`config.mk`:
```
export PLATFORM = sky130hd
export DESIGN_NAME = swb_top
export DESIGN_NICKNAME = d
export VERILOG_FILES = /design/src/design/swb_pkg.sv /design/src/design/swb_meas_if.sv /design/src/design/swb_meas.sv /design/src/design/swb_top.sv
export SDC_FILE = /design/constraint.sdc
export NUM_CORES = 1
export LEC_CHECK = 0
export ABC_AREA = 1
export BUFFER_PORTS_ARGS = -buffer_cell sky130_fd_sc_hd__buf_2
export CORE_UTILIZATION = 56
export DETAILED_ROUTE_END_ITERATION = 8
export PLACE_DENSITY = 0.79
export SLEW_MARGIN = 20
export SYNTH_ARGS = -nofsm -noshare
export SYNTH_HDL_FRONTEND = slang
export SYNTH_HIERARCHICAL = 1
export SYNTH_SLANG_ARGS = --single-unit
```
`constraint.sdc`:
```
create_clock -name clk -period 2.1 [get_ports clk]
set_input_delay 0.315 -clock clk [delete_from_list [all_inputs] [get_ports clk]]
set_output_delay 0.315 -clock clk [all_outputs]
set_load 0.005 [all_outputs]
```
`src/design/swb_pkg.sv`:
```
package swb_pkg;
	// register offsets
	localparam logic [7:0] OFS_CONFIG  = 8'h33;
	localparam logic [7:0] OFS_BUTTONS = 8'h34;
	localparam logic [7:0] OFS_BATTERY = 8'h35;
	localparam logic [7:0] OFS_PIN_OUTPUT_ENABLE_REG = 8'h30;
	localparam logic [7:0] OFS_IO_DOUT = 8'h31;
	// field positions
	localparam int BIT_BOOT   = 0;
	localparam int BIT_SLEEP  = 1;
	localparam int BIT_LOWIND = 2;
	localparam int BIT_DEAD   = 3;
	localparam int BIT_VALID  = 6;
	localparam int BIT_LOW    = 7;
	localparam int BIT_HYST   = 6;
	localparam int NUM_PINS   = 6;
	localparam int LEVEL_W    = 6;
	// reset values
	localparam logic [7:0] RST_BYTE = 8'h00;
	// timing
	localparam int XTAL_HZ         = 20_000_000;
	localparam int MEAS_MAX_CYC    = 3100;
	localparam int SETTLE_CYC_DEF  = 64;
	localparam int OSC_START_CYC   = 16;
	localparam int CNT_W           = 12;
	typedef enum logic [2:0] {
		ST_RUN,
		ST_ASLEEP,
		ST_OSC_START,
		ST_WAKE_CHECK,
		ST_BOOT_RESET
	} swb_state_type;
endpackage : swb_pkg

```
`src/design/swb_meas_if.sv`:
```
`timescale 1ns/1ps
// measurement request and result between top and measurement engine
interface swb_meas_if;
	logic start;
	logic busy;
	logic done;
	logic result_low;
	modport ctrl (output start, input busy, input done, input result_low);
	modport eng  (input start, output busy, output done, output result_low);
endinterface : swb_meas_if

```
`src/design/swb_meas.sv`:
```
`timescale 1ns/1ps
// waits a settling count then samples the comparator once
module swb_meas
	import swb_pkg::*;
#(
	parameter int SETTLE_CYC = SETTLE_CYC_DEF
)(
	input  wire logic clk,
	input  wire logic rstn,
	input  wire logic cmp_low,
	swb_meas_if.eng   m
);
	initial
	begin
		if (SETTLE_CYC < 1 || SETTLE_CYC >= MEAS_MAX_CYC)
			$error("settling count out of range");
	end
	logic [CNT_W-1:0] cnt_r;
	// settle counter; a new start restarts it
	always_ff @(posedge clk or negedge rstn)
	begin
		if (!rstn)
		begin
			cnt_r <= '0;
			m.busy <= 1'b0;
			m.done <= 1'b0;
			m.result_low <= 1'b0;
		end
		else
		begin
			m.done <= 1'b0;
			if (m.start)
			begin
				m.busy <= 1'b1;
				cnt_r <= CNT_W'(SETTLE_CYC - 1);
			end
			else if (m.busy)
			begin
				if (cnt_r == '0)
				begin
					m.busy <= 1'b0;
					m.done <= 1'b1;
					m.result_low <= cmp_low;
				end
				else
					cnt_r <= cnt_r - 1'b1;
			end
		end
	end
	// cycles since the last start, to bound a pending measurement
	logic [CNT_W-1:0] age_r;
	always_ff @(posedge clk or negedge rstn)
	begin
		if (!rstn)
			age_r <= '0;
		else if (m.start)
			age_r <= '0;
		else if (m.busy)
			age_r <= age_r + 1'b1;
	end
endmodule : swb_meas

```
`src/design/swb_top.sv`:
```
`timescale 1ns/1ps
module swb_top
	import swb_pkg::*;
#(
	parameter int SETTLE_CYC = SETTLE_CYC_DEF
)(
	input  wire logic                         clk,
	input  wire logic                         rstn,
	input  wire logic [7:0]                   addr,
	input  wire logic [7:0]                   wdata,
	input  wire logic                         wr,
	input  wire logic                         rd,
	output logic [7:0]                        rdata,
	input  wire logic [swb_pkg::NUM_PINS-1:0] pin_in,
	input  wire logic                         cmp_low,
	input  wire logic                         batt_dead,
	output logic [swb_pkg::LEVEL_W-1:0]       cmp_level,
	output logic                              cmp_large_hyst,
	output logic                              osc_en,
	output logic                              sysclk_en,
	output logic                              wdt_run,
	output logic                              cpu_boot_reset,
	output logic [swb_pkg::NUM_PINS-1:0]      pin_out,
	output logic [swb_pkg::NUM_PINS-1:0]      pin_oe
);
	import swb_pkg::*;
	initial
	begin
		if (SETTLE_CYC < 1 || SETTLE_CYC + OSC_START_CYC >= MEAS_MAX_CYC)
			$error("settling count out of range");
	end

	swb_state_type        state_r;
	logic [7:0]           pin_output_enable_reg_r;
	logic [NUM_PINS-1:0]  io_dout_r;
	logic                 boot_mode_r;
	logic [NUM_PINS-1:0]  detect_r;
	logic [LEVEL_W-1:0]   level_r;
	logic                 valid_r;
	logic                 low_r;
	logic                 sleep_req_r;
	logic [4:0]           osc_cnt_r;
	logic                 sw_meas_r;
	logic [CNT_W-1:0]     pend_cyc_r;
	logic [NUM_PINS-1:0]  buttons;
	logic [NUM_PINS-1:0]  pressed;
	logic                 any_press;
	logic                 wr_cfg;
	logic                 wr_btn;
	logic                 wr_bat;

	swb_meas_if mif ();

	// pin role decode
	function automatic logic [NUM_PINS-1:0] button_mask(
		input logic [NUM_PINS-1:0] oe,
		input logic [NUM_PINS-1:0] dout
	);
		button_mask = ~oe & dout;
	endfunction : button_mask

	assign buttons   = button_mask(pin_output_enable_reg_r[NUM_PINS-1:0], io_dout_r);
	assign pressed   = buttons & ~pin_in;
	assign any_press = |pressed;
	assign wr_cfg    = wr && addr == OFS_CONFIG;
	assign wr_btn    = wr && addr == OFS_BUTTONS;
	assign wr_bat    = wr && addr == OFS_BATTERY;

	// io enable and data out registers
	always_ff @(posedge clk or negedge rstn)
	begin
		if (!rstn)
		begin
			pin_output_enable_reg_r <= RST_BYTE;
			io_dout_r <= '0;
		end
		else
		begin
			if (wr && addr == OFS_PIN_OUTPUT_ENABLE_REG)
				pin_output_enable_reg_r <= wdata;
			if (wr && addr == OFS_IO_DOUT)
				io_dout_r <= wdata[NUM_PINS-1:0];
		end
	end

	// sleep request lands the cycle after the write
	always_ff @(posedge clk or negedge rstn)
	begin
		if (!rstn)
			sleep_req_r <= 1'b0;
		else
			sleep_req_r <= wr_cfg && wdata[BIT_SLEEP];
	end

	// sleep and wake sequencer
	always_ff @(posedge clk or negedge rstn)
	begin
		if (!rstn)
		begin
			state_r   <= ST_RUN;
			osc_cnt_r <= '0;
		end
		else
		begin
			unique case (state_r)
				ST_RUN:
					if (sleep_req_r)
						state_r <= ST_ASLEEP;
				ST_ASLEEP:
					if (any_press)
					begin
						state_r   <= ST_OSC_START;
						osc_cnt_r <= 5'(OSC_START_CYC - 1);
					end
				ST_OSC_START:
					if (osc_cnt_r == '0)
						state_r <= ST_WAKE_CHECK;
					else
						osc_cnt_r <= osc_cnt_r - 1'b1;
				ST_WAKE_CHECK:
					if (mif.done)
					begin
						if (batt_dead)
							state_r <= ST_ASLEEP;
						else if (boot_mode_r)
							state_r <= ST_BOOT_RESET;
						else
							state_r <= ST_RUN;
					end
				ST_BOOT_RESET:
					state_r <= ST_RUN;
				default:
					state_r <= ST_RUN;
			endcase
		end
	end

	// measurement start: wake check or register write
	always_ff @(posedge clk or negedge rstn)
	begin
		if (!rstn)
			sw_meas_r <= 1'b0;
		else if (wr_bat)
			sw_meas_r <= 1'b1;
		else if (mif.done)
			sw_meas_r <= 1'b0;
	end

	// age of a software measurement, to bound its valid flag
	always_ff @(posedge clk or negedge rstn)
	begin
		if (!rstn)
			pend_cyc_r <= '0;
		else if (wr_bat)
			pend_cyc_r <= '0;
		else if (sw_meas_r && !valid_r)
			pend_cyc_r <= pend_cyc_r + 1'b1;
	end
	assign mif.start = wr_bat
		|| (state_r == ST_OSC_START && osc_cnt_r == '0);

	swb_meas #(
		.SETTLE_CYC (SETTLE_CYC)
	) u_meas (
		.clk     (clk),
		.rstn    (rstn),
		.cmp_low (cmp_low),
		.m       (mif)
	);

	// battery config: level, valid, result
	always_ff @(posedge clk or negedge rstn)
	begin
		if (!rstn)
		begin
			level_r <= '0;
			valid_r <= 1'b0;
			low_r   <= 1'b0;
		end
		else if (wr_bat)
		begin
			level_r <= wdata[LEVEL_W-1:0];
			valid_r <= 1'b0;
		end
		else if (mif.done && !mif.start)
		begin
			valid_r <= 1'b1;
			low_r   <= mif.result_low;
		end
	end

	// boot mode bit
	always_ff @(posedge clk or negedge rstn)
	begin
		if (!rstn)
			boot_mode_r <= 1'b0;
		else if (state_r == ST_BOOT_RESET)
			boot_mode_r <= 1'b0;
		else if (wr_cfg)
			boot_mode_r <= wdata[BIT_BOOT];
	end

	// button detect flags, set wins over software clear
	always_ff @(posedge clk or negedge rstn)
	begin
		if (!rstn)
			detect_r <= '0;
		else
		begin
			for (int i = 0; i < NUM_PINS; i++)
			begin
				if (pressed[i] && !batt_dead)
					detect_r[i] <= 1'b1;
				else if (wr_btn && !wdata[i])
					detect_r[i] <= 1'b0;
			end
		end
	end

	// read data, one cycle after the strobe
	always_ff @(posedge clk or negedge rstn)
	begin
		if (!rstn)
			rdata <= RST_BYTE;
		else if (rd)
		begin
			rdata <= RST_BYTE;
			unique case (addr)
				OFS_CONFIG:
				begin
					rdata[BIT_BOOT]   <= boot_mode_r;
					rdata[BIT_LOWIND] <= low_r;
					rdata[BIT_DEAD]   <= batt_dead;
				end
				OFS_BUTTONS:
					rdata[NUM_PINS-1:0] <= detect_r;
				OFS_BATTERY:
					rdata <= {low_r, valid_r, level_r};
				OFS_PIN_OUTPUT_ENABLE_REG:
					rdata <= pin_output_enable_reg_r;
				OFS_IO_DOUT:
					rdata[NUM_PINS-1:0] <= io_dout_r;
				default:
					rdata <= RST_BYTE;
			endcase
		end
		else
			rdata <= RST_BYTE;
	end

	// registered outputs
	always_ff @(posedge clk or negedge rstn)
	begin
		if (!rstn)
		begin
			cmp_level      <= '0;
			cmp_large_hyst <= 1'b0;
			osc_en         <= 1'b1;
			sysclk_en      <= 1'b1;
			wdt_run        <= 1'b1;
			cpu_boot_reset <= 1'b0;
			pin_out        <= '0;
			pin_oe         <= '0;
		end
		else
		begin
			cmp_level      <= level_r;
			cmp_large_hyst <= pin_output_enable_reg_r[BIT_HYST];
			osc_en         <= state_r != ST_ASLEEP;
			sysclk_en      <= state_r == ST_RUN
				|| state_r == ST_BOOT_RESET;
			wdt_run        <= state_r == ST_RUN;
			cpu_boot_reset <= state_r == ST_BOOT_RESET;
			pin_out        <= io_dout_r;
			pin_oe         <= pin_output_enable_reg_r[NUM_PINS-1:0];
		end
	end
endmodule : swb_top

```
# Word level (Yosys, flattened, before mapping)
# Cells that the tools add are included.
[word_totals]
register_bits = 84
elab_cells = 142
out_inout_bits = 31
in_bits = 28
[classes]
n_mux = 41
n_reduce_logical = 49
n_eq_ne = 16
bitwise = 6
n_addsub = 2
[ops]
columns = ["operator", "n"]
rows = [
  ["8-bit by 6-bit equality test with 1-bit output, second input constant", 5],
  ["12-bit two-way mux", 3],
  ["1-bit two-way mux", 22],
  ["1-bit logical AND", 20],
  ["2-bit nonzero test", 10],
  ["3-bit two-way mux", 6],
  ["6-bit bitwise AND", 2],
  ["12-bit logical NOT", 1],
  ["6-bit inverter", 2],
  ["3-bit case mux with 4 select lines", 1],
  ["12-bit by 1-bit subtractor with 12-bit output, second input constant", 1],
  ["5-bit two-way mux", 2],
  ["2-bit inequality test, second input constant", 5],
  ["2-bit case mux with 5 select lines", 1],
  ["5-bit case mux with 2 select lines", 1],
  ["1-bit logical NOT", 8],
  ["8-bit two-way mux", 1],
  ["2-bit case mux with 4 select lines", 1],
  ["3-bit by 2-bit equality test with 1-bit output, second input constant", 2],
  ["3-bit AND reduction", 2],
  ["6-bit OR reduction", 1],
  ["5-bit logical NOT", 1],
  ["1-bit case mux with 5 select lines", 1],
  ["5-bit by 1-bit subtractor with 5-bit output, second input constant", 1],
  ["11 further kinds", 14],
]

# Longest topological paths before layout
# Gate-level depths: netlist of the first run.
[logic_depth]
depth_word = 7
ltp_mapped = 13
depth_no_buf = 13

# Cells and area by module
# The synthesis of the first run kept the hierarchy.
[by_module_without_submodules]
columns = ["mod", "cells_per_inst", "seq_area_each_um2", "area_per_inst_um2", "n_inst"]
rows = [
  ["swb_top", 325, 1730.4, 2976.6, 1],
  ["swb_meas", 120, 375.4, 908.4, 1],
]

# Worst setup path after synthesis of the first run
# OpenSTA, ideal clock, no wires.
[synth_timing]
path_type = "reg-to-reg"
from = "register osc_cnt_r[0]"
to = "register u_meas.cnt_r[10]"
period_less_slack_ps = 1812
arrival_time_ps = 1747
n_path_buf = 1
setup_ps = 65
path_slack_ps = 288
stages_incl_launch_ff = 14
required_ps = 2035
cell_sequence = "dfrtp_1 > inv_1 > ha_1 > nand3_1 > nor2_1 > inv_1 > nand2_1 > nor2_1 > nand3_1 > nor2_4 > nor2_8 > buf_6 > nand4_1 > nand2_1"
[synth_via]
elab_chain_cells = 5
word_cells_on_any_way = 7
classes_between = "1 x eq/ne; 1 x mux; 5 x reduce/logical"
[synth_lines]
columns = ["item", "line", "rtl"]
rows = [
  ["from (decl)", "swb_top.sv:42", "logic [4:0] osc_cnt_r;"],
  ["from (signal assigned)", "swb_top.sv:113", "osc_cnt_r <= 5'(OSC_START_CYC - 1);"],
  ["from (signal assigned)", "swb_top.sv:119", "osc_cnt_r <= osc_cnt_r - 1'b1;"],
  ["5-bit logical NOT *", "swb_top.sv:160", "|| (state_r == ST_OSC_START && osc_cnt_r == '0);"],
  ["1-bit logical AND *", "swb_top.sv:160", ""],
  ["1-bit logical OR *", "swb_top.sv:160", ""],
  ["net mif.start", "swb_meas_if.sv:4", "logic start;"],
  ["2-bit inequality test (no line) / 2-bit nonzero test (equally long branches)", "-", ""],
  ["2-bit AND reduction (no line)", "-", ""],
  ["to (signal assigned)", "swb_meas.sv:35", "cnt_r <= CNT_W'(SETTLE_CYC - 1);"],
  ["to (signal assigned)", "swb_meas.sv:46", "cnt_r <= cnt_r - 1'b1;"],
  ["to (decl)", "swb_meas.sv:18", "logic [CNT_W-1:0] cnt_r;"],
]
# The timed path passes the listed nets; every way through them passes the cells marked *.
# A chain may end at the register's enable or synchronous reset.

# Worst setup path after layout of the first run
[layout_timing]
from = "register osc_cnt_r[0]"
to = "register u_meas.cnt_r[5]"
# The elaborated chain is that of the path after synthesis.

==> impl_results.md, run 1 <==
- Count leader, synth: nand2_1
- CTS Buf Count: 9
- Worst-path clk slew: 0.09 ns
- Clk_skew: 0.0131 ns
- Met2 Use GR: 0.391
- Worst-Skew Late Latency: 0.36 ns
- Number of synthesized flops with an enable pin: 0
- Worst VDD drop: 699 uV
- Met3 Track Usage GR: 0.0516
- Crit-path max FO: 10
- Max Fclk: 534 MHz
- Synth Instances: 445
- Endpoints failing setup: 0
- Initial DRC Count: 159
- Critical path buffers and inverters: 3
- Asr flop ratio synth: 1.00
- Top cells by instance count after synthesis: nand2_1, dfrtp_1, nand3_1
- Avg Cell Area, Syn: 8.73 um^2
- CTS sink count: 84
- Drt via density: 5.32
- Fill count: 542
- Sw frac: 0.375
- Slew Limit Fails: 0
- Overall global routing resource usage: 0.243
- Worst endpoint data arrival time: 2.12 ns
- Reg power frac: 0.452
- Port-buffer cells: 58
- RD Place Congestion: 0.829
- Post-synth cell types: 33
- Hold slack: 0.161 ns
- CTS max path bufs: 2
- Switching pwr: 1.79 mW
- Final TNS setup: 0 ns
- Core area: 6530 um^2
- Initial antenna violation count: 0
- # IOs: 59
- Top delay family on crit path: simple AND/OR/NAND/NOR gates
- Largest net degree at the start of global routing: 37
- Setup crit start kind: register
- Share of cells above drive strength 1: 0.262
- Area contributors post-synth: dfrtp_1, nand2_1, nand3_1, inv_1, nor2_1
- Slowest library cell on the worst path: dfrtp_1
- Slowest stage delay, CP: 0.37 ns
- Total grt overflow: 0
- Core Util, Final: 0.689
- #FFs+latches synth: 84
- Comb pwr share: 0.313
- Width of the die: 85.3 um
- Vias in the first global route: 2957
- Mapped cell area: 3880 um^2
- Most Crowded Layer GR: met2
- First-pass GRT wire length: 13600 um
- WS Path Type: reg -> reg
- Synth warn: 6
- Final Hold Viols: 0
- LEAKAGE: 2.42 nW
- Max Cap Violations: 0
- Unrepaired setup endpoints after global routing: false
- Max-slew headroom: 0.680
- Final ANT Viol Nets: 0
- Pre-antenna DRT Iters: 5
- Sequential share of the synthesized area: 0.542
- Pwr Density: 1060 nW/um^2
- CP Cell Sequence: inv_1 > ha_1 > nand3_2 > nor2_2 > inv_1 > nand2_2 > nor2_2 > nand3_1 > nor2_4 > nor2_8 > buf_12 > nand2_1 > o21ai_2
- Area delta synth->final: 15.9%
- Clock Root Buffer: clkbuf_8
- Mapped Nets: 476
- WL final: 8010 um
- Top-area cell type share of the netlist area: 0.522
- Worst EP required: 2.35 ns
- Setup WS post-layout: 0.226 ns
- Most used DFF post-synth: dfrtp_1
- DRC: 0
- Hold/Removal Path Class: in -> reg
- Power Internal: 2.99 mW
- Diode count: 0
- Nets: 545
- Yosys top cell by area: dfrtp_1
- Tot Pwr: 4.78 mW
- HPWL after DPL: 5870 um
- Post-CTS Setup Bufs: 0
- Row count: 29
- Status: completed
- CTS tree: done
- Place WS: 0.0989 ns
- Die ar.: 7270 um^2
- Final min period: 1.87 ns
- Post-detailed-route wirelength per cell: 13.4 um
- Grt met1 use: 0.327
- Starting Density: 0.595
- Period utilisation layout: 0.893
- Via count: 3170
- DIE HEIGHT: 85.3 um
- Clock share of power: 0.235
- H-tree levels: 3
- CP Capture Type: register
- Worst-Margin Slew: 0.480 ns
## worst reg2reg max path, stage by stage, from the launching register on
cell and delay (ns):
dfrtp_1 0.37, inv_1 0.06, ha_1 0.23, nand3_2 0.11, nor2_2 0.06, inv_1 0.10, nand2_2 0.09, nor2_2 0.11
nand3_1 0.11, nor2_4 0.19, nor2_8 0.07, buf_12 0.16, nand2_1 0.08, o21ai_2 0.05
## final cells by class
type / count / area (um^2) / share of cell area
clock buffer: 10 / 138 / 0.0306
sequential: 84 / 2110 / 0.468
timing repair buffer: 66 / 380 / 0.0845
tap: 77 / 96.3 / 0.0214
clock inverter: 6 / 53.8 / 0.0120
multi-input combinational: 301 / 1530 / 0.340
inverter: 52 / 195 / 0.0434
## registers in the layout (all words and copies together) (netlist names), 3 cells and up
name,flops
state_r,3
pin_oe,6
level_r,6
cmp_level,6
io_dout_r,6
pin_output_enable_reg_r,8
pin_out,6
osc_cnt_r,5
u_meas/cnt_r,12
rdata,8
detect_r,6
## power by group through the flow
stage	Sequential, mW	Combinational, mW	Clock (mW)
after floorplan	2.13	1.15	0
after global placement	2.18	1.44	0
after detailed placement	2.19	1.49	0
after CTS	2.16	1.49	1.14
after global routing	2.20	1.74	1.20
final	2.16	1.50	1.12
## kinds of logic (layout without fill, tap and decap cells)
group	Yosys count	after routing	share of synthesized area
compound gates	42	42	0.0696
xor+xnor	2	2	0.00451
fa+ha+maj	3	3	0.00966
buf+inv	60	134	0.0667
flops	84	84	0.542
simple gates	254	254	0.308
## metrics by stage
stage                     cell area [um^2]  cells
after CTS                             4490    596
final                                 4500    596
after floorplan                       3880    445
after global routing                  4500    596
after global placement                4290    579
after detailed placement              4290    579
## worst paths after layout
| kind | start | endpoint | slack (ns) | depth (start not counted) |
|---|---|---|---|---|
| worst max-delay path | osc_cnt_r[0] | u_meas/cnt_r[5] | 0.23 | 13 |
| worst min-delay path | cmp_low | u_meas/m.result_low | 0.16 | 3 |
| worst max register to register | osc_cnt_r[0] | u_meas/cnt_r[5] | 0.23 | 13 |
| worst min register to register | pin_output_enable_reg_r[6] | cmp_large_hyst | 0.41 | 0 |
| max in group asynchronous | rstn | osc_en | 1.05 | 3 |
| min in group asynchronous | rstn | rdata[4] | 0.44 | 2 |
## layer usage
layer / vias to the layer above / wire (um)
met5: - / 0
met4: 0 / 183
met3: 18 / 447
met2: 110 / 3800
met1: 1485 / 3580
li1: 1557 / -
## repair_timing
| item | 4_1_cts | 5_1_grt |
|---|---|---|
| hold buffers | 1 | 0 |
| endpoints found under the hold margin | 33 | 0 |
| resized for setup | 0 | 4 |
| endpoints found under the setup margin | 0 | 12 |
## cells in the final DEF, fill, tap and decap left out, types with 2 or more instances in the layout
cell type and count:
nand3_2 3, nor2_4 6, inv_1 42, buf_12 2, buf_4 6, inv_6 4
clkbuf_8 10, nand2_1 117, dfstp_2 3, o21bai_1 4, xor2_1 2, nand3_1 53
o21ai_1 13, a21oi_1 4, inv_2 9, or2_2 5, nor2_1 36, nor2_2 7
o21ai_0 7, ha_1 3, buf_2 57, nand3b_1 5, o21ai_2 12, nand4_1 8
nand2_2 8, dfrtp_1 81
Power figures use the tool's default switching activity.
==> run 2: changes to the inputs <==
Settings changed: ABC_CLOCK_PERIOD_IN_PS set to 2100, CORE_ASPECT_RATIO set to 0.7, SYNTH_HIERARCHICAL 1 to not set.
==> impl_results.md, run 2 <==
- Synth Instances: 465 (+4.5%)
- Area contributors post-synth: dfrtp_1, nand2_1, nor2_1, inv_1, nand3_1
- Worst endpoint data arrival time: 1.89 ns (-0.23 ns)
- Post-synth cell types: 32 (-3.0%)
- Area of the multi-input gates: 1550 um^2 (+0.90%)
- Final std cells w/o fill: 629 (+5.5%)
- Pwr Density: 1050 nW/um^2 (-1.5%)
- Hold Path Stages: 3 (unchanged)
- Drt via density: 5.15 (-3.2%)
- Hold Crit Start: cmp_low
- Overall global routing resource usage: 0.267 (+0.0240)
- Final min period: 1.64 ns (-0.230 ns)
- Core area: 6460 um^2 (-1.1%)
- WS Path Type: reg -> reg
- Area delta synth->final: 15.7%
- # IOs: 59 (unchanged)
- Clock Root Buffer: clkbuf_8
- Endpoints failing setup: 0 (unchanged)
- Max Cap Violations: 0 (unchanged)
- RD Place Congestion: 0.947 (+14%)
- WHS Endpoint: u_meas.m.result_low
- Resized Gates After CTS: 0 (unchanged)
- Slowest library cell on the worst path: dfrtp_1
- Die ar.: 7270 um^2 (about the same)
- Hold/Removal Path Class: in -> reg
- Core Util, Final: 0.695 (+0.00608)
- Final Hold Viols: 0 (unchanged)
- Yosys top cell by area: dfrtp_1
- Worst-path clk slew: 0.08 ns (about the same)
- CTS sink count: 84 (unchanged)
- Starting Density: 0.601 (+0.00614)
- Status: completed
- Period utilisation layout: 0.783 (-0.110)
- Most flop-heavy register: u_meas.cnt_r
- Worst EP required: 2.34 ns (about the same)
- Largest net degree at the start of global routing: 43 (+16%)
- Sequential Area: 2110 um^2 (unchanged)
- HPWL after DPL: 6400 um (+9.1%)
- DIE HEIGHT: 71.6 um (-16%)
- Initial DRC Count: 247 (+55%)
- Placed Instances: 612 (+5.7%)
- Worst VDD drop: 903 uV (+29%)
- Asr flop ratio synth: 1.00 (unchanged)
- Place WS: 0.368 ns (+0.269 ns)
- Commonest non-fill, non-tap cell in the layout: nand2_1
- Slew Limit Fails: 0 (unchanged)
- Fill count: 512 (-5.5%)
- Share of cells above drive strength 1: 0.203 (-0.0594)
- Total grt overflow: 0 (unchanged)
- Worst reg2reg path depth: 9 (-4)
- Mapped Nets: 496 (+4.2%)
- Sequential share of the synthesized area: 0.543 (+0.000699)
- CTS max path bufs: 2 (unchanged)
- Hold bufs inserted after CTS: 1 (unchanged)
- Avg Cell Area, Syn: 8.34 um^2 (-4.4%)
- Row count: 24 (-17%)
- Clk_skew: 0.00452 ns (-0.00859 ns)
- LEAKAGE: 2.50 nW (+3.2%)
- Hold slack: 0.187 ns (+0.0262 ns)
- DRC: 0 (unchanged)
- Unrepaired setup endpoints after global routing: false
- WL final: 8670 um (+8.3%)
- Pre-antenna DRT Iters: 5 (unchanged)
- Vias in the first global route: 3030 (+2.5%)
- Setup WS post-layout: 0.456 ns (+0.230 ns)
- Initial antenna violation count: 0 (unchanged)
- Worst-Margin Slew: 0.540 ns (+0.0599 ns)
- H-tree levels: 3 (unchanged)
- CP Capture Type: register
- Crit-path max FO: 6 (-4)
- Width of the die: 101 um (+19%)
- First-pass GRT wire length: 14500 um (+6.6%)
- CTS tree: done
- Count leader, synth: nand2_1
- Final TNS setup: 0 ns (unchanged)
- Post-CTS Setup Bufs: 0 (unchanged)
- Final ANT Viol Nets: 0 (unchanged)
- Via count: 3237 (+2.1%)
- Slowest stage delay, CP: 0.36 ns (about the same)
- Top cells by instance count after synthesis: nand2_1, dfrtp_1, nor2_1
- CTS Buf Count: 9 (unchanged)
- Max Fclk: 608 MHz (+14%)
- Max-slew headroom: 0.639 (-0.0408)
- Most frequent cells in the layout: nand2_1, dfrtp_1, buf_2
- FF-to-FF Start: osc_cnt_r[0]
- Crit Reg-Reg Endpoint: osc_cnt_r[1]
- Port-buffer cells: 58 (unchanged)
- Setup crit start kind: register
- Top-area cell type share of the netlist area: 0.522 (+0.000673)
- Synth warn: 0 (-6)
- Diode count: 0 (unchanged)
- Regs by FF count: u_meas.cnt_r x12, pin_output_enable_reg_r x8, rdata x8
- Worst R2R Setup Slack: 0.46 ns (+0.23 ns)
- Max reg flops: 12 (unchanged)
- Most used DFF post-synth: dfrtp_1
- Worst-Skew Late Latency: 0.34 ns (-0.02 ns)
- Number of synthesized flops with an enable pin: 0 (unchanged)
- CP Cell Sequence: inv_1 > ha_1 > nand4_1 > inv_1 > nand2_4 > and2_1 > nand2_2 > nand2_1 > nand2_1
- #FFs+latches synth: 84 (unchanged)
- Mapped cell area: 3880 um^2 (-0.13%)
- Nets: 564 (+3.5%)
- Post-detailed-route wirelength per cell: 13.8 um (+2.6%)
run 2: cell types whose count changed after synthesis, moves of 3 or more:
cell / delta
inv_2: -6
or2_2: -5
inv_1: +6
xor2_1: +3
nand3b_1: -3
buf_6: -3
o21ai_1: +9
o21ai_0: +7
o21ai_2: -12
nor2_1: +11
nand2_4: +3
nand2_1: +35
o21bai_1: -4
nand3_1: -23
run 2: layer usage:
| metal | track usage | share of wire | up-vias |
|---|---|---|---|
| met2 | 0.404 | 0.44 | 113 |
| met1 | 0.383 | 0.47 | 1511 |
| met5 | 0 | 0 | - |
| met4 | 0.0773 | 0.013 | 0 |
| li1 | - | - | 1599 |
| met3 | 0.0722 | 0.074 | 14 |
run 2: per-stage QoR:
| stage | power [mW] | instance area, um^2 |
|---|---|---|
| 5_1_grt | 5.03 | 4490 |
| 4_1_cts | 4.71 | 4490 |
| 2_1_floorplan | 3.24 | 3880 |
| 6_report | 4.69 | 4490 |
| 3_3_place_gp | 3.56 | 4290 |
| 3_5_place_dp | 3.63 | 4290 |
run 2: report_power, final:
group | leakage [nW] | total, mW | switching (mW) | internal, mW
Combinational | 1.29 | 1.44 | 0.918 | 0.520
Sequential | 1.11 | 2.19 | 0.257 | 1.93
Clock | 0.0982 | 1.07 | 0.546 | 0.521
run 2: logic make-up after synthesis:
family | after synthesis | synth area share
and+or+nand+nor | 272 | 0.315
DFF | 84 | 0.543
buffers and inverters | 57 | 0.0587
AOI/OAI and AO/OA | 43 | 0.0600
xor gates and xnor gates | 6 | 0.0135
adders and majority gates | 3 | 0.00968
run 2: final cells by class:
cell class,instances,share of cell area
clock buffers,12,0.0368
clock inverters,4,0.00502
inverters,52,0.0440
multi-input cells,324,0.344
flip-flops and latches,84,0.469
well taps,91,0.0254
repair buffers,62,0.0753
run 2: how the worst max path moves through the flow:
stage                      start           end  slack, ns  cells after the start
detailed placement       addr[7]  io_dout_r[1]       0.37                      7
finish              osc_cnt_r[0]  osc_cnt_r[1]       0.46                      9
global placement         addr[7]  io_dout_r[4]       0.48                      7
floorplan           osc_cnt_r[0]  osc_cnt_r[2]       0.66                     10
global route        osc_cnt_r[0]    state_r[1]       0.32                      9
CTS                 osc_cnt_r[0]  osc_cnt_r[2]       0.48                      9
run 2: worst max-delay path, delay by kind of cell (launching register included):
kind,cells,cell delay [ns]
flops,1,0.36
buf+inv,2,0.17
fa+ha+maj,1,0.25
simple gates,6,0.75
==> run 3: changes to the inputs <==
Settings changed: ABC_CLOCK_PERIOD_IN_PS 2100 to 1400, CORE_UTILIZATION 56 to 51, PLACE_DENSITY 0.79 to 0.76.
Clock period 2.1 ns to 1.4 ns, I/O delays scaled along.
==> impl_results.md, run 3 (synthesized netlist as in run 2, its figures left out) <==
- Post-detailed-route wirelength per cell: 15.2 um (+10%)
- Worst-Margin Slew: 0.366 ns (-0.174 ns)
- Nets: 606 (+7.4%)
- Pwr Density: 1690 nW/um^2 (+62%)
- DRC: 0 (unchanged)
- Core Util, Final: 0.691 (-0.00475)
- Setup WS post-layout: -0.0187 ns (-0.474 ns)
- Most flop-heavy register: u_meas.cnt_r
- Diode count: 0 (unchanged)
- RD Place Congestion: 0.910 (-4.0%)
- Pre-antenna DRT Iters: 5 (unchanged)
- Hold slack: 0.0844 ns (-0.103 ns)
- WS Path Type: reg -> reg
- Worst endpoint data arrival time: 1.67 ns (-0.22 ns)
- Placed Instances: 643 (+5.1%)
- CTS max path bufs: 2 (unchanged)
- Drt via density: 5.26 (+2.2%)
- Worst-Skew Late Latency: 0.35 ns (about the same)
- Core area: 7320 um^2 (+13%)
- Largest net degree at the start of global routing: 55 (+28%)
- CTS sink count: 84 (unchanged)
- Total grt overflow: 0 (unchanged)
- Max-slew headroom: 0.754 (+0.114)
- Failing checks: setup timing
- Final Hold Viols: 0 (unchanged)
- Worst VDD drop: 691 uV (-23%)
- Port-buffer cells: 58 (unchanged)
- Initial DRC Count: 221 (-11%)
- Share of cells above drive strength 1: 0.336 (+0.134)
- Initial antenna violation count: 0 (unchanged)
- Tot Pwr: 8.54 mW (+82%)
- Worst-path clk slew: 0.08 ns (about the same)
- Starting Density: 0.530 (-0.0709)
- H-tree levels: 3 (unchanged)
- Worst EP required: 1.65 ns (-0.69 ns)
- Die ar.: 7970 um^2 (+9.6%)
- Regs by FF count: u_meas.cnt_r x12, pin_output_enable_reg_r x8, rdata x8
- CTS tree: done
- CTS Buf Count: 9 (unchanged)
- First-pass GRT wire length: 15300 um (+5.4%)
- Endpoints failing setup: 5 (+5)
- Crit-path max FO: 10 (+4)
- Hold/Removal Path Class: in -> reg
- # IOs: 59 (unchanged)
- Overall global routing resource usage: 0.258 (-0.00891)
- Slew Limit Fails: 0 (unchanged)
- Most frequent cells in the layout: nand2_1, dfrtp_1, buf_2
- Max Cap Violations: 0 (unchanged)
- HPWL after DPL: 6810 um (+6.3%)
- Clock Root Buffer: clkbuf_8
- Area delta synth->final: 30.3%
- Final min period: 1.42 ns (-0.226 ns)
- Setup crit start kind: register
- Clk_skew: 0.00794 ns (+0.00342 ns)
- Max reg flops: 12 (unchanged)
- Width of the die: 106 um (+4.7%)
- Unrepaired setup endpoints after global routing: true
- CP Capture Type: register
- Via count: 3566 (+10%)
- LEAKAGE: 2.76 nW (+10%)
- Period utilisation layout: 1.01 (+0.230)
- Max Fclk: 705 MHz (+16%)
- Final std cells w/o fill: 678 (+7.8%)
- DIE HEIGHT: 75.0 um (+4.7%)
- Status: finished with violations
- Commonest non-fill, non-tap cell in the layout: nand2_1
- WL final: 10300 um (+19%)
- Final ANT Viol Nets: 0 (unchanged)
- Row count: 26 (+8.3%)
- Vias in the first global route: 3220 (+6.3%)
==> run 3: area by class of cell <==
| class | instances | area [um^2] |
|---|---|---|
| Inverter | 52 | 200 |
| Timing Repair Buffer | 103 | 671 |
| Fill cell | 527 | 2260 |
| Multi-Input combinational cell | 325 | 1740 |
| Sequential cell | 84 | 2110 |
| Clock buffer | 11 | 151 |
| Clock inverter | 5 | 60.1 |
| Tap cell | 98 | 123 |
==> run 3: path summary, 6_finish.rpt <==
| kind | start | to | slack [ns] | depth (start not counted) |
|---|---|---|---|---|
| min reg2reg | io_dout_r[4] | pin_out[4] | 0.41 | 0 |
| max reg2reg | osc_cnt_r[0] | u_meas.cnt_r[4] | -0.02 | 10 |
| max | osc_cnt_r[0] | u_meas.cnt_r[4] | -0.02 | 10 |
| min in group asynchronous | rstn | cmp_level[2] | 0.36 | 3 |
| min | cmp_low | u_meas.m.result_low | 0.08 | 3 |
| max in group asynchronous | rstn | u_meas.cnt_r[5] | 0.73 | 3 |
==> run 3: power by group <==
group	internal (mW)	switching (mW)	leakage, nW
Sequential	2.91	0.432	1.11
Clock	0.925	0.871	0.106
Combinational	1.45	1.96	1.54
==> run 3: stage by stage <==
stage | setup WS [ns] | setup TNS (ns) | instance area [um^2]
5_1_grt | -0.109 | -1.26 | 5050
3_5_place_dp | -0.131 | -1.95 | 4510
6_report | -0.0187 | -0.0433 | 5050
2_1_floorplan | 0.0351 | 0 | 3890
4_1_cts | 0.000872 | 0 | 4840
3_3_place_gp | -0.0493 | -0.181 | 4510
==> run 3: timing repair <==
action | 4_1_cts | 5_1_grt
pin swaps | 4 | 30
hold buffers | 1 | 0
endpoints found under the hold margin | 81 | 0
resized for setup | 19 | 41
setup buffers | 7 | 10
cloned | 0 | 1
endpoints found under the setup margin | 14 | 23
==> run 3: layer usage <==
layer,global-route usage,share of wire
met5,0,0
met4,0.0864,0.022
met3,0.0771,0.089
met2,0.420,0.46
met1,0.338,0.43
==> run 3: worst max-delay path: stages, from the launching register on <==
cell,delay (ns)
dfrtp_1,0.39
inv_2,0.07
ha_4,0.17
nand4_1,0.11
inv_2,0.06
nand2_4,0.08
nand2_8,0.09
inv_6,0.12
nand2_1,0.07
nand2_1,0.09
nand2_1,0.06
